--- src/shared/lbmpc_pkg.sv ---
/*
 * Constants, field layouts and types of the LCD bias, multiplex and pin block.
 * Assumes an Avalon-MM master and a free-running 32 kHz level on one input.
 */
package lbmpc_pkg;
    localparam logic [7:0] OFF_CTRL   = 8'h00;
    localparam logic [7:0] OFF_LADDER = 8'h04;
    localparam logic [7:0] OFF_SEGEN  = 8'h08;
    localparam logic [7:0] OFF_SEGDIR = 8'h0c;
    localparam logic [7:0] OFF_COMDIR = 8'h10;
    localparam logic [7:0] OFF_STATUS = 8'h14;
    localparam logic [7:0] OFF_PIXEL  = 8'h40;
    localparam int         CTRL_BITS   = 13;
    localparam int         LADDER_BITS = 8;
    localparam int         STAT_ACTIVE = 0;
    localparam int         STAT_SHUT   = 1;
    localparam int         STAT_MODEA  = 2;
    localparam logic [4:0] INTERVAL_A_TICKS = 5'h10;
    localparam logic [4:0] INTERVAL_B_TICKS = 5'h1f;
    localparam logic [2:0] SHUTDOWN_CYCLES  = 3'h4;
    localparam logic [1:0] POWER_OFF        = 2'h0;
    localparam logic [1:0] MUX_STATIC       = 2'h0;
    localparam logic [1:0] MUX_HALF         = 2'h1;
    localparam logic [1:0] MUX_THIRD        = 2'h2;
    localparam logic [1:0] MUX_QUARTER      = 2'h3;

    typedef struct packed {
        logic       ref_src_fixed;
        logic [2:0] bias_pin_en;
        logic [2:0] contrast_trim;
        logic       internal_ref_en;
        logic       ref_buffer_autoidle;
        logic       waveform_type_select;
        logic [1:0] common_mux_select;
        logic       module_enable;
    } lbmpc_ctrl_type;

    typedef struct packed {
        logic [1:0] power_a;
        logic [1:0] power_b;
        logic       unused;
        logic [2:0] ladder_a_interval;
    } lbmpc_ladder_type;

    localparam lbmpc_ctrl_type   CTRL_RESET   = '0;
    localparam lbmpc_ladder_type LADDER_RESET = '0;

    typedef enum logic [1:0] {
        BUS_IDLE   = 2'b01,
        BUS_ANSWER = 2'b10
    } lbmpc_bus_type;
endpackage

--- src/core/lbmpc_core.sv ---
/*
 * Configuration, bias gating, ladder timing and pin ownership of the LCD
 * driver, with an Avalon-MM slave. Assumes lf_clock_in is a 32 kHz level
 * synchronous to clock_in; direction bit 1 means input.
 */
`timescale 1ns/1ps
module lbmpc_core #(
    parameter int NSEG = 24
) (
    // Clock and reset
    input  wire logic                 clock_in,
    input  wire logic                 rst_n_in,
    input  wire logic                 lf_clock_in,
    // Avalon-MM slave
    input  wire logic [7:0]           address_in,
    input  wire logic                 read_in,
    input  wire logic                 write_in,
    input  wire logic [31:0]          writedata_in,
    output logic      [31:0]          readdata_out,
    output logic                      waitrequest_out,
    // Bias and ladder
    output logic      [2:0]           contrast_tap_out,
    output logic                      contrast_ladder_on_out,
    output logic                      internal_ref_on_out,
    output logic                      fixed_ref_enable_out,
    output logic                      ref_buffer_on_out,
    output logic      [1:0]           ladder_power_out,
    output logic                      ladder_mode_a_out,
    output logic      [2:0]           bias_pin_en_out,
    // Pins
    output logic      [3:0]           com_lcd_out,
    output logic      [3:0]           com_gpio_oe_out,
    output logic      [NSEG-1:0]      seg_lcd_out,
    output logic      [NSEG-1:0]      seg_gpio_oe_out,
    // Status
    output logic                      module_active_flag_out,
    output logic                      shutdown_pulse_out
);
    lbmpc_pkg::lbmpc_ctrl_type   ctrl, next_ctrl;
    lbmpc_pkg::lbmpc_ladder_type ladder, next_ladder;
    lbmpc_pkg::lbmpc_bus_type    bus, next_bus;
    logic [NSEG-1:0] seg_en, next_seg_en, seg_dir, next_seg_dir;
    logic [3:0]      com_dir, next_com_dir;
    logic [31:0]     pixel [4];
    logic [31:0]     next_pixel [4];
    logic            active, next_active, shut_flag, next_shut_flag;
    logic [2:0]      sd_cnt, next_sd_cnt;
    logic            lf_q, next_lf_q, mode_a, next_mode_a;
    logic [4:0]      lcnt, next_lcnt;
    logic [31:0]     rdata, next_rdata;
    logic            wait_q, next_wait;
    logic [3:0]      com_used;
    logic            wr_ok, ref_on;

    assign wr_ok = write_in && (bus == lbmpc_pkg::BUS_ANSWER);

    // Common usage per multiplex
    always_comb
    begin
        case (ctrl.common_mux_select)
            lbmpc_pkg::MUX_STATIC:  com_used = 4'h1;
            lbmpc_pkg::MUX_HALF:    com_used = 4'h3;
            lbmpc_pkg::MUX_THIRD:   com_used = 4'h7;
            lbmpc_pkg::MUX_QUARTER: com_used = 4'hf;
            default:                com_used = 4'h0;
        endcase
    end

    // Register file and bus
    always_comb
    begin
        next_ctrl      = ctrl;
        next_ladder    = ladder;
        next_seg_en    = seg_en;
        next_seg_dir   = seg_dir;
        next_com_dir   = com_dir;
        next_pixel     = pixel;
        next_shut_flag = shut_flag;
        next_rdata     = rdata;
        next_bus       = bus;
        case (bus)
            lbmpc_pkg::BUS_IDLE:
            begin
                if (read_in || write_in)
                    next_bus = lbmpc_pkg::BUS_ANSWER;
                next_rdata = 32'h0;
                if (read_in)
                begin
                    case (address_in)
                        lbmpc_pkg::OFF_CTRL:
                            next_rdata[lbmpc_pkg::CTRL_BITS-1:0] = ctrl;
                        lbmpc_pkg::OFF_LADDER:
                            next_rdata[lbmpc_pkg::LADDER_BITS-1:0] = ladder & 8'hf7;
                        lbmpc_pkg::OFF_SEGEN:
                            next_rdata[NSEG-1:0] = seg_en;
                        lbmpc_pkg::OFF_SEGDIR:
                            next_rdata[NSEG-1:0] = seg_dir;
                        lbmpc_pkg::OFF_COMDIR:
                            next_rdata[3:0] = com_dir;
                        lbmpc_pkg::OFF_STATUS:
                        begin
                            next_rdata[lbmpc_pkg::STAT_ACTIVE] = active;
                            next_rdata[lbmpc_pkg::STAT_SHUT]   = shut_flag;
                            next_rdata[lbmpc_pkg::STAT_MODEA]  = mode_a;
                        end
                        default:
                            if (address_in[7:4] == lbmpc_pkg::OFF_PIXEL[7:4])
                                next_rdata = pixel[address_in[3:2]];
                    endcase
                end
            end
            lbmpc_pkg::BUS_ANSWER:
            begin
                next_bus = lbmpc_pkg::BUS_IDLE;
                if (wr_ok)
                begin
                    case (address_in)
                        lbmpc_pkg::OFF_CTRL:
                            next_ctrl = writedata_in[lbmpc_pkg::CTRL_BITS-1:0];
                        lbmpc_pkg::OFF_LADDER:
                            next_ladder = writedata_in[lbmpc_pkg::LADDER_BITS-1:0];
                        lbmpc_pkg::OFF_SEGEN:
                            next_seg_en = writedata_in[NSEG-1:0];
                        lbmpc_pkg::OFF_SEGDIR:
                            next_seg_dir = writedata_in[NSEG-1:0];
                        lbmpc_pkg::OFF_COMDIR:
                            next_com_dir = writedata_in[3:0];
                        lbmpc_pkg::OFF_STATUS:
                            if (writedata_in[lbmpc_pkg::STAT_SHUT])
                                next_shut_flag = 1'b0;
                        default:
                            if (address_in[7:4] == lbmpc_pkg::OFF_PIXEL[7:4])
                                next_pixel[address_in[3:2]] = writedata_in;
                    endcase
                end
            end
            default:
                next_bus = lbmpc_pkg::BUS_IDLE;
        endcase
        next_wait = (next_bus != lbmpc_pkg::BUS_ANSWER);
        if (active && !next_active)
            next_shut_flag = 1'b1;
    end

    // Activity and ladder timing
    always_comb
    begin
        next_active = active;
        next_sd_cnt = sd_cnt;
        next_lf_q   = lf_clock_in;
        next_lcnt   = lcnt;
        if (ctrl.module_enable)
        begin
            next_active = 1'b1;
            next_sd_cnt = lbmpc_pkg::SHUTDOWN_CYCLES;
        end
        else if (sd_cnt != 3'h0)
            next_sd_cnt = sd_cnt - 3'h1;
        else
            next_active = 1'b0;
        if (!active)
            next_lcnt = 5'h0;
        else if (lf_clock_in && !lf_q)
        begin
            if (lcnt == (ctrl.waveform_type_select ? lbmpc_pkg::INTERVAL_B_TICKS
                                                   : lbmpc_pkg::INTERVAL_A_TICKS - 5'h1))
                next_lcnt = 5'h0;
            else
                next_lcnt = lcnt + 5'h1;
        end
        // A first, B for the rest
        next_mode_a = (ladder.ladder_a_interval != 3'h0)
                   && (next_lcnt < {2'h0, ladder.ladder_a_interval});
    end

    assign ref_on = active && ctrl.internal_ref_en;

    always_ff @(posedge clock_in or negedge rst_n_in)
    begin
        if (!rst_n_in)
        begin
            ctrl      <= lbmpc_pkg::CTRL_RESET;
            ladder    <= lbmpc_pkg::LADDER_RESET;
            seg_en    <= '0;
            seg_dir   <= '1;
            com_dir   <= 4'hf;
            pixel     <= '{default: 32'h0};
            shut_flag <= 1'b0;
            rdata     <= 32'h0;
            bus       <= lbmpc_pkg::BUS_IDLE;
            wait_q    <= 1'b1;
            active    <= 1'b0;
            sd_cnt    <= 3'h0;
            lf_q      <= 1'b0;
            lcnt      <= 5'h0;
            mode_a    <= 1'b0;
            contrast_tap_out       <= 3'h0;
            contrast_ladder_on_out <= 1'b0;
            internal_ref_on_out    <= 1'b0;
            fixed_ref_enable_out   <= 1'b0;
            ref_buffer_on_out      <= 1'b0;
            ladder_power_out       <= lbmpc_pkg::POWER_OFF;
            ladder_mode_a_out      <= 1'b0;
            bias_pin_en_out        <= 3'h0;
            com_lcd_out            <= 4'h0;
            com_gpio_oe_out        <= 4'h0;
            seg_lcd_out            <= '0;
            seg_gpio_oe_out        <= '0;
            shutdown_pulse_out     <= 1'b0;
        end
        else
        begin
            ctrl      <= next_ctrl;
            ladder    <= next_ladder;
            seg_en    <= next_seg_en;
            seg_dir   <= next_seg_dir;
            com_dir   <= next_com_dir;
            pixel     <= next_pixel;
            shut_flag <= next_shut_flag;
            rdata     <= next_rdata;
            bus       <= next_bus;
            wait_q    <= next_wait;
            active    <= next_active;
            sd_cnt    <= next_sd_cnt;
            lf_q      <= next_lf_q;
            lcnt      <= next_lcnt;
            mode_a    <= next_mode_a;
            contrast_tap_out       <= ctrl.contrast_trim;
            contrast_ladder_on_out <= ref_on;
            internal_ref_on_out    <= ref_on;
            fixed_ref_enable_out   <= ref_on && ctrl.ref_src_fixed;
            ref_buffer_on_out      <= ref_on && ctrl.ref_src_fixed
                                   && !(ctrl.ref_buffer_autoidle && !mode_a);
            ladder_power_out       <= !ref_on ? lbmpc_pkg::POWER_OFF
                                   : (mode_a ? ladder.power_a : ladder.power_b);
            ladder_mode_a_out      <= mode_a;
            bias_pin_en_out        <= ctrl.bias_pin_en;
            com_lcd_out            <= active ? com_used : 4'h0;
            com_gpio_oe_out        <= ~(active ? com_used : 4'h0) & ~com_dir;
            seg_lcd_out            <= seg_en;
            seg_gpio_oe_out        <= ~seg_en & ~seg_dir;
            shutdown_pulse_out     <= active && !next_active;
        end
    end

    assign readdata_out           = rdata;
    assign waitrequest_out        = wait_q;
    assign module_active_flag_out = active;
endmodule

--- config.mk ---
export PLATFORM = sky130hd
export DESIGN_NAME = lbmpc_core
export DESIGN_NICKNAME = d
export VERILOG_FILES = /design/src/shared/lbmpc_pkg.sv /design/src/core/lbmpc_core.sv
export SDC_FILE = /design/constraint.sdc
export NUM_CORES = 1
export LEC_CHECK = 0
export BUFFER_PORTS_ARGS = -buffer_cell sky130_fd_sc_hd__buf_4
export CORE_ASPECT_RATIO = 1.4
export CORE_MARGIN = 4
export CORE_UTILIZATION = 55
export DETAILED_ROUTE_END_ITERATION = 7
export PLACE_DENSITY_LB_ADDON = 0.3
export SLEW_MARGIN = 0
export SYNTH_ARGS = -nofsm -noshare
export SYNTH_HDL_FRONTEND = slang
export SYNTH_SLANG_ARGS = --single-unit
--- constraint.sdc ---
create_clock -name clock_in -period 2.65 [get_ports clock_in]
set_input_delay 0.1325 -clock clock_in [delete_from_list [all_inputs] [get_ports clock_in]]
set_output_delay 0.1325 -clock clock_in [all_outputs]
set_load 0.1 [all_outputs]
==> results.ini, run 1 <==
[detailed_routing]
drc=0
routed-via-count=8157
drt-total-wl_um=29700
via_per_inst=5.81
drt.antenna.violating_nets=0
firstDrtPassIters=5
drtIter0Drc=497
routedWlPerCell_um=21.1

[timing]
rsz0062_at_grt=false
fin_skew_ns=0.0139
hold_viol=0
setup_viol=0
worst_pin_slew_ns=0.770
tns_ns=0
fin_crit_ns=2.20
fin_ws_ns=0.450
slew_viol_final=0
max_freq_ghz=0.454
slew_headroom=0.485
fin_crit_sh=0.830

[placement]
hpwlAfterDp_um=18700
place_area_um2=14600
numPortBuffers=148
gp_congestion=0.795
place_inst=1311
place_ws_ns=0.253

[finish]
design_area_um2=16000
final_cell_mix=dfrtp_1 (286), mux2_2 (181), buf_4 (166)
layout.nets=1123
final_cells=1403
mostFrequentLayoutCell=dfrtp_1
diodes=0
syn2layout_area_growth_pct=22.4
drive_above_1_share=0.456

[cts]
htree_levels=1
hold_buffers=36
clock_path_buffers=3
cts_root_buf=clkbuf_16
cts_buffers=30
postCtsSetupBuffers=0
clkTransAtPathRegs_ns=0.06
cts_tree=done
cts.sinks=316
clock_latency_ns=0.55
ctsResizeCount=0

[grt]
grt_first_pass_wirelength_um=48600
track_usage=0.230
antenna_found_initial=0
grt_start_max_net_pins=88
grt.overflow.total=0
grt_pass1_vias=8835

[setup_path]
critPathKind=register to register
critPathBufInv=0
cp_cell_sequence=ha_1 -> nand2_1 -> o31ai_1 -> nor2_1 -> ha_1 -> a211oi_1 -> nand4_1 -> a311oi_1
arrival_ns=2.64
critPathMaxStageDelay_ns=0.40
crit_family=compound AO/OA/AOI/OAI gates
critPathSlowestCell=dfrtp_1
cp.required_ns=3.09
cpMostUsedCell=ha_1
endpoint_kind=register
worstSetupStartpointType=register
crit_fanout=3

[outcome]
status=finished, final reports clean

[pwr]
p_seq_frac=0.478
comb_power_share=0.134
clockPowerShare=0.388
ir_worst_vdd_uv=575
intPower_mw=7.99
power_per_cell_area_nw_per_um2=683
swShare=0.268
leakagePower_nw=7.79
p_sw_mw=2.92

[run]
maxCapViolations=0

[logic_synthesis]
ys.warnings.count=0
syn_avg_cell_area_um2=14.7
synth.cell_area_um2=13100
synth_edf_count=0
syn_nets=935
synthFlopType=dfrtp_1
synthCells=885
ys_seq_area_frac=0.609
synthArstFlopShare=1.00
synth_cell_types=51
ys_ff_latch=316

[floorplanning]
die_h_um=190
initial_core_util=0.560
row_count=66
core_area_um2=23300
die_w_um=138
dieArea_um2=26300
ios=149

[hold_path]
hold_path.class=input port to register

worst register-to-register path: cells and delay by family, from the launching register on:
family | cells | cell delay [ns]
simple gates | 3 | 0.37
fa+ha+maj | 2 | 0.42
compound gates | 3 | 0.91
flops | 1 | 0.40
power by group through the flow:
stage,clock network (mW),registers (mW),logic (mW)
after floorplan,0,5.66,0.534
after global placement,0,5.29,1.40
after detailed placement,0,5.30,1.42
after CTS,4.30,5.22,1.47
after global routing,4.52,5.24,1.57
final,4.23,5.22,1.46
cells in the mapped netlist, drive strengths merged (15+ instances only):
library cell	count	share of area
o21ai	21	0.0081
mux4	36	0.062
a21oi	37	0.014
nor2b	15	0.0072
inv	18	0.0052
dfrtp	286	0.55
a22o	18	0.012
buf	25	0.012
mux2	201	0.18
nor2	43	0.012
nand2	22	0.0063
dfstp	30	0.060
clkbuf	31	0.0089
path summary, 6_finish.rpt:
kind / from / endpoint / slack (ns) / cells past startpoint
min: address_in[6] / readdata_out[7] / 0.07 / 4
min in group asynchronous: rst_n_in / readdata_out[6] / 0.20 / 2
max: lcnt[0] / mode_a / 0.45 / 8
max in group asynchronous: rst_n_in / bias_pin_en_out[1] / 1.62 / 3
max reg2reg: lcnt[0] / mode_a / 0.45 / 8
min reg2reg: ctrl[11] / bias_pin_en_out[2] / 0.40 / 0
sequential cells by signal, summed over array words and instances (netlist names), 2 cells and up:
name	count
com_dir	4
bus	2
readdata_out	32
seg_gpio_oe_out	24
sd_cnt	3
pixel	128
com_gpio_oe_out	4
lcnt	5
ladder_power_out	2
bias_pin_en_out	3
ladder	7
contrast_tap_out	3
seg_en	24
seg_dir	24
seg_lcd_out	24
com_lcd_out	4
ctrl	13
per-stage QoR:
stage / utilization / hold slack, ns / total power [mW]
final: 0.686 / 0.0691 / 10.9
after global routing: 0.686 / 0.0886 / 11.3
after CTS: 0.686 / 0.0524 / 11.0
after detailed placement: 0.628 / 0.201 / 6.73
after global placement: 0.628 / 0.200 / 6.69
after floorplan: - / -0.163 / 6.19
per-layer routing:
layer  up-vias  wire length (µm)  track usage
met1      4271             11800        0.295
met2       248             15600        0.405
li1       3585                 -            -
met5         -                 0            0
met3        53              1530       0.0359
met4         0               827       0.0768
layout make-up:
cell class	count	area, µm²
fill	1645	7310
clock buffer	46	902
timing repair buffer	212	1800
sequential	316	7950
tap	306	383
inverter	18	67.6
multi-input combinational	495	4790
clock inverter	10	91.3
cell families (layout without fill, tap and decap cells):
kind of cell,count (synthesis),in the layout,synth area share
flops,316,316,0.609
mux,243,243,0.246
compound gates,127,127,0.0657
simple gates,116,116,0.0464
buf+inv,74,286,0.0258
fa+ha+maj,5,5,0.00479
xor+xnor,4,4,0.00268
Note: power is estimated with default switching activity, not from simulation.
==> run 2, diff against run 1 <==
==> constraint.sdc (replaced) <==
create_clock -name clock_in -period 2.1 [get_ports clock_in]
set_input_delay 0.105 -clock clock_in [delete_from_list [all_inputs] [get_ports clock_in]]
set_output_delay 0.105 -clock clock_in [all_outputs]
set_load 0.1 [all_outputs]
==> run 2 against run 1 <==
First-iteration DRC count down 13%. Maximum frequency rose by 13%. Die area unchanged. Core utilization up 1.4 points. Non-clock buffer count is 26 higher. Cell count rose by 1.9%. Critical endpoint unchanged.
==> results.ini, run 2 (synthesized netlist as in run 1, its figures left out) <==
[grt]
antenna_found_initial=0  ; unchanged
grt_pass1_vias=9064  ; +2.6%
track_usage=0.232  ; +0.00227
grt_first_pass_wirelength_um=49500  ; +1.8%
grt_start_max_net_pins=86  ; -2.3%
grt.overflow.total=0  ; unchanged

[finish]
largest_register_ffs=128  ; unchanged
final_cell_mix=dfrtp_1 (285), buf_4 (187), mux2_2 (181)
mostFrequentLayoutCell=dfrtp_1
design_area_um2=16300  ; +2.1%
regMostFlops=pixel
drive_above_1_share=0.474  ; +0.0179
syn2layout_area_growth_pct=25.0
diodes=0  ; unchanged
final_cells=1429  ; +1.9%
layout.nets=1149  ; +2.3%
fin_util=0.701  ; +0.0145

[cts]
clock_latency_ns=0.55  ; about the same
postCtsSetupBuffers=0  ; unchanged
cts.sinks=316  ; unchanged
clock_path_buffers=3  ; unchanged
cts_tree=done
cts_root_buf=clkbuf_16
cts_buffers=30  ; unchanged
htree_levels=1  ; unchanged
clkTransAtPathRegs_ns=0.07  ; about the same

[placement]
hpwlAfterDp_um=19800  ; +5.8%
place_inst=1337  ; +2.0%
gp_congestion=0.832  ; +4.7%
numPortBuffers=148  ; unchanged
place_area_um2=14900  ; +1.8%

[floorplanning]
initial_core_util=0.560  ; unchanged
die_h_um=190  ; unchanged
row_count=66  ; unchanged
die_w_um=138  ; unchanged
dieArea_um2=26300  ; unchanged
core_area_um2=23300  ; unchanged
ios=149  ; unchanged

[setup_path]
crit_fanout=3  ; unchanged
endpoint_kind=register
arrival_ns=2.40  ; -0.24 ns
critPathKind=register to register
cp.required_ns=2.55  ; -0.54 ns
worstSetupStartpointType=register

[detailed_routing]
drtIter0Drc=432  ; -13%
drt-total-wl_um=30100  ; +1.4%
routedWlPerCell_um=21.1  ; -0.43%
drt.antenna.violating_nets=0  ; unchanged
via_per_inst=5.76  ; -0.94%
drc=0  ; unchanged
routed-via-count=8230  ; +0.89%
firstDrtPassIters=5  ; unchanged

[timing]
fin_skew_ns=0.0161  ; +0.00220 ns
slew_headroom=0.542  ; +0.0568
rsz0062_at_grt=false
setup_viol=0  ; unchanged
worst_pin_slew_ns=0.688  ; -0.0823 ns
max_freq_ghz=0.512  ; +13%
slew_viol_final=0  ; unchanged
fin_crit_ns=1.95  ; -0.246 ns
fin_crit_sh=0.931  ; +0.100
hold_viol=0  ; unchanged

[pwr]
power.total_mw=14.1  ; +29%
leakagePower_nw=7.98  ; +2.4%
ir_worst_vdd_uv=682  ; +19%
power_per_cell_area_nw_per_um2=864  ; +26%

[outcome]
status=finished, final reports clean

[run]
maxCapViolations=0  ; unchanged

[hold_path]
hold_path.class=input port to register

[run 2: through the flow]
step / TNS [ns] / worst slack, ns / hold WS (ns)
after global routing: 0 / 0.0195 / 0.0982
after detailed placement: -4.95 / -0.132 / 0.165
after global placement: -4.12 / -0.112 / 0.160
after CTS: 0 / 0.0516 / 0.0648
after floorplan: -1.38 / -0.0691 / -0.191
final: 0 / 0.145 / 0.0751
[run 2: worst paths after layout]
| path | end | startpoint | cells after the start | slack (ns) |
|---|---|---|---|---|
| setup reg to reg | mode_a | lcnt[0] | 8 | 0.15 |
| max in group asynchronous | com_dir[0] | rst_n_in | 3 | 1.15 |
| hold / removal | ctrl[12] | address_in[6] | 4 | 0.08 |
| hold reg to reg | bias_pin_en_out[0] | ctrl[9] | 0 | 0.40 |
| min in group asynchronous | ctrl[6] | rst_n_in | 2 | 0.16 |
| setup / recovery | mode_a | lcnt[0] | 8 | 0.15 |
[run 2: final cells by class]
class	instances	area, µm²
clock inverters	11	134
flip-flops and latches	316	7950
repair buffers	238	2060
clock buffers	45	918
inverters	18	67.6
well taps	306	383
fillers	1567	6970
multi-input cells	495	4810
[run 2: critical path, stage by stage, from the launching register on]
cell and delay (ns):
dfrtp_1 0.40, ha_1 0.24, nand2_1 0.08, xor2_1 0.15, nor2_1 0.08, ha_1 0.32
a211oi_2 0.24, nand4_1 0.11, a311oi_1 0.23
[run 2: power by group]
part | internal (mW) | switching, mW
Combinational | 0.618 | 1.24
Clock | 3.38 | 2.26
Sequential | 6.41 | 0.184
Total | 10.4 | 3.69
[run 2: timing repair]
action                                 in CTS  in global routing
setup endpoints to repair                   0                  1
hold buffers                               36                  0
resized for setup                           0                  3
endpoints found under the hold margin     277                  0
[run 2: metal layers]
layer  vias up  part of all wire  track usage
li1       3639                 -            -
met1      4306              0.41        0.308
met2       226              0.51        0.398
met3        59             0.047       0.0404
met4         0             0.027       0.0703
met5         -                 0            0
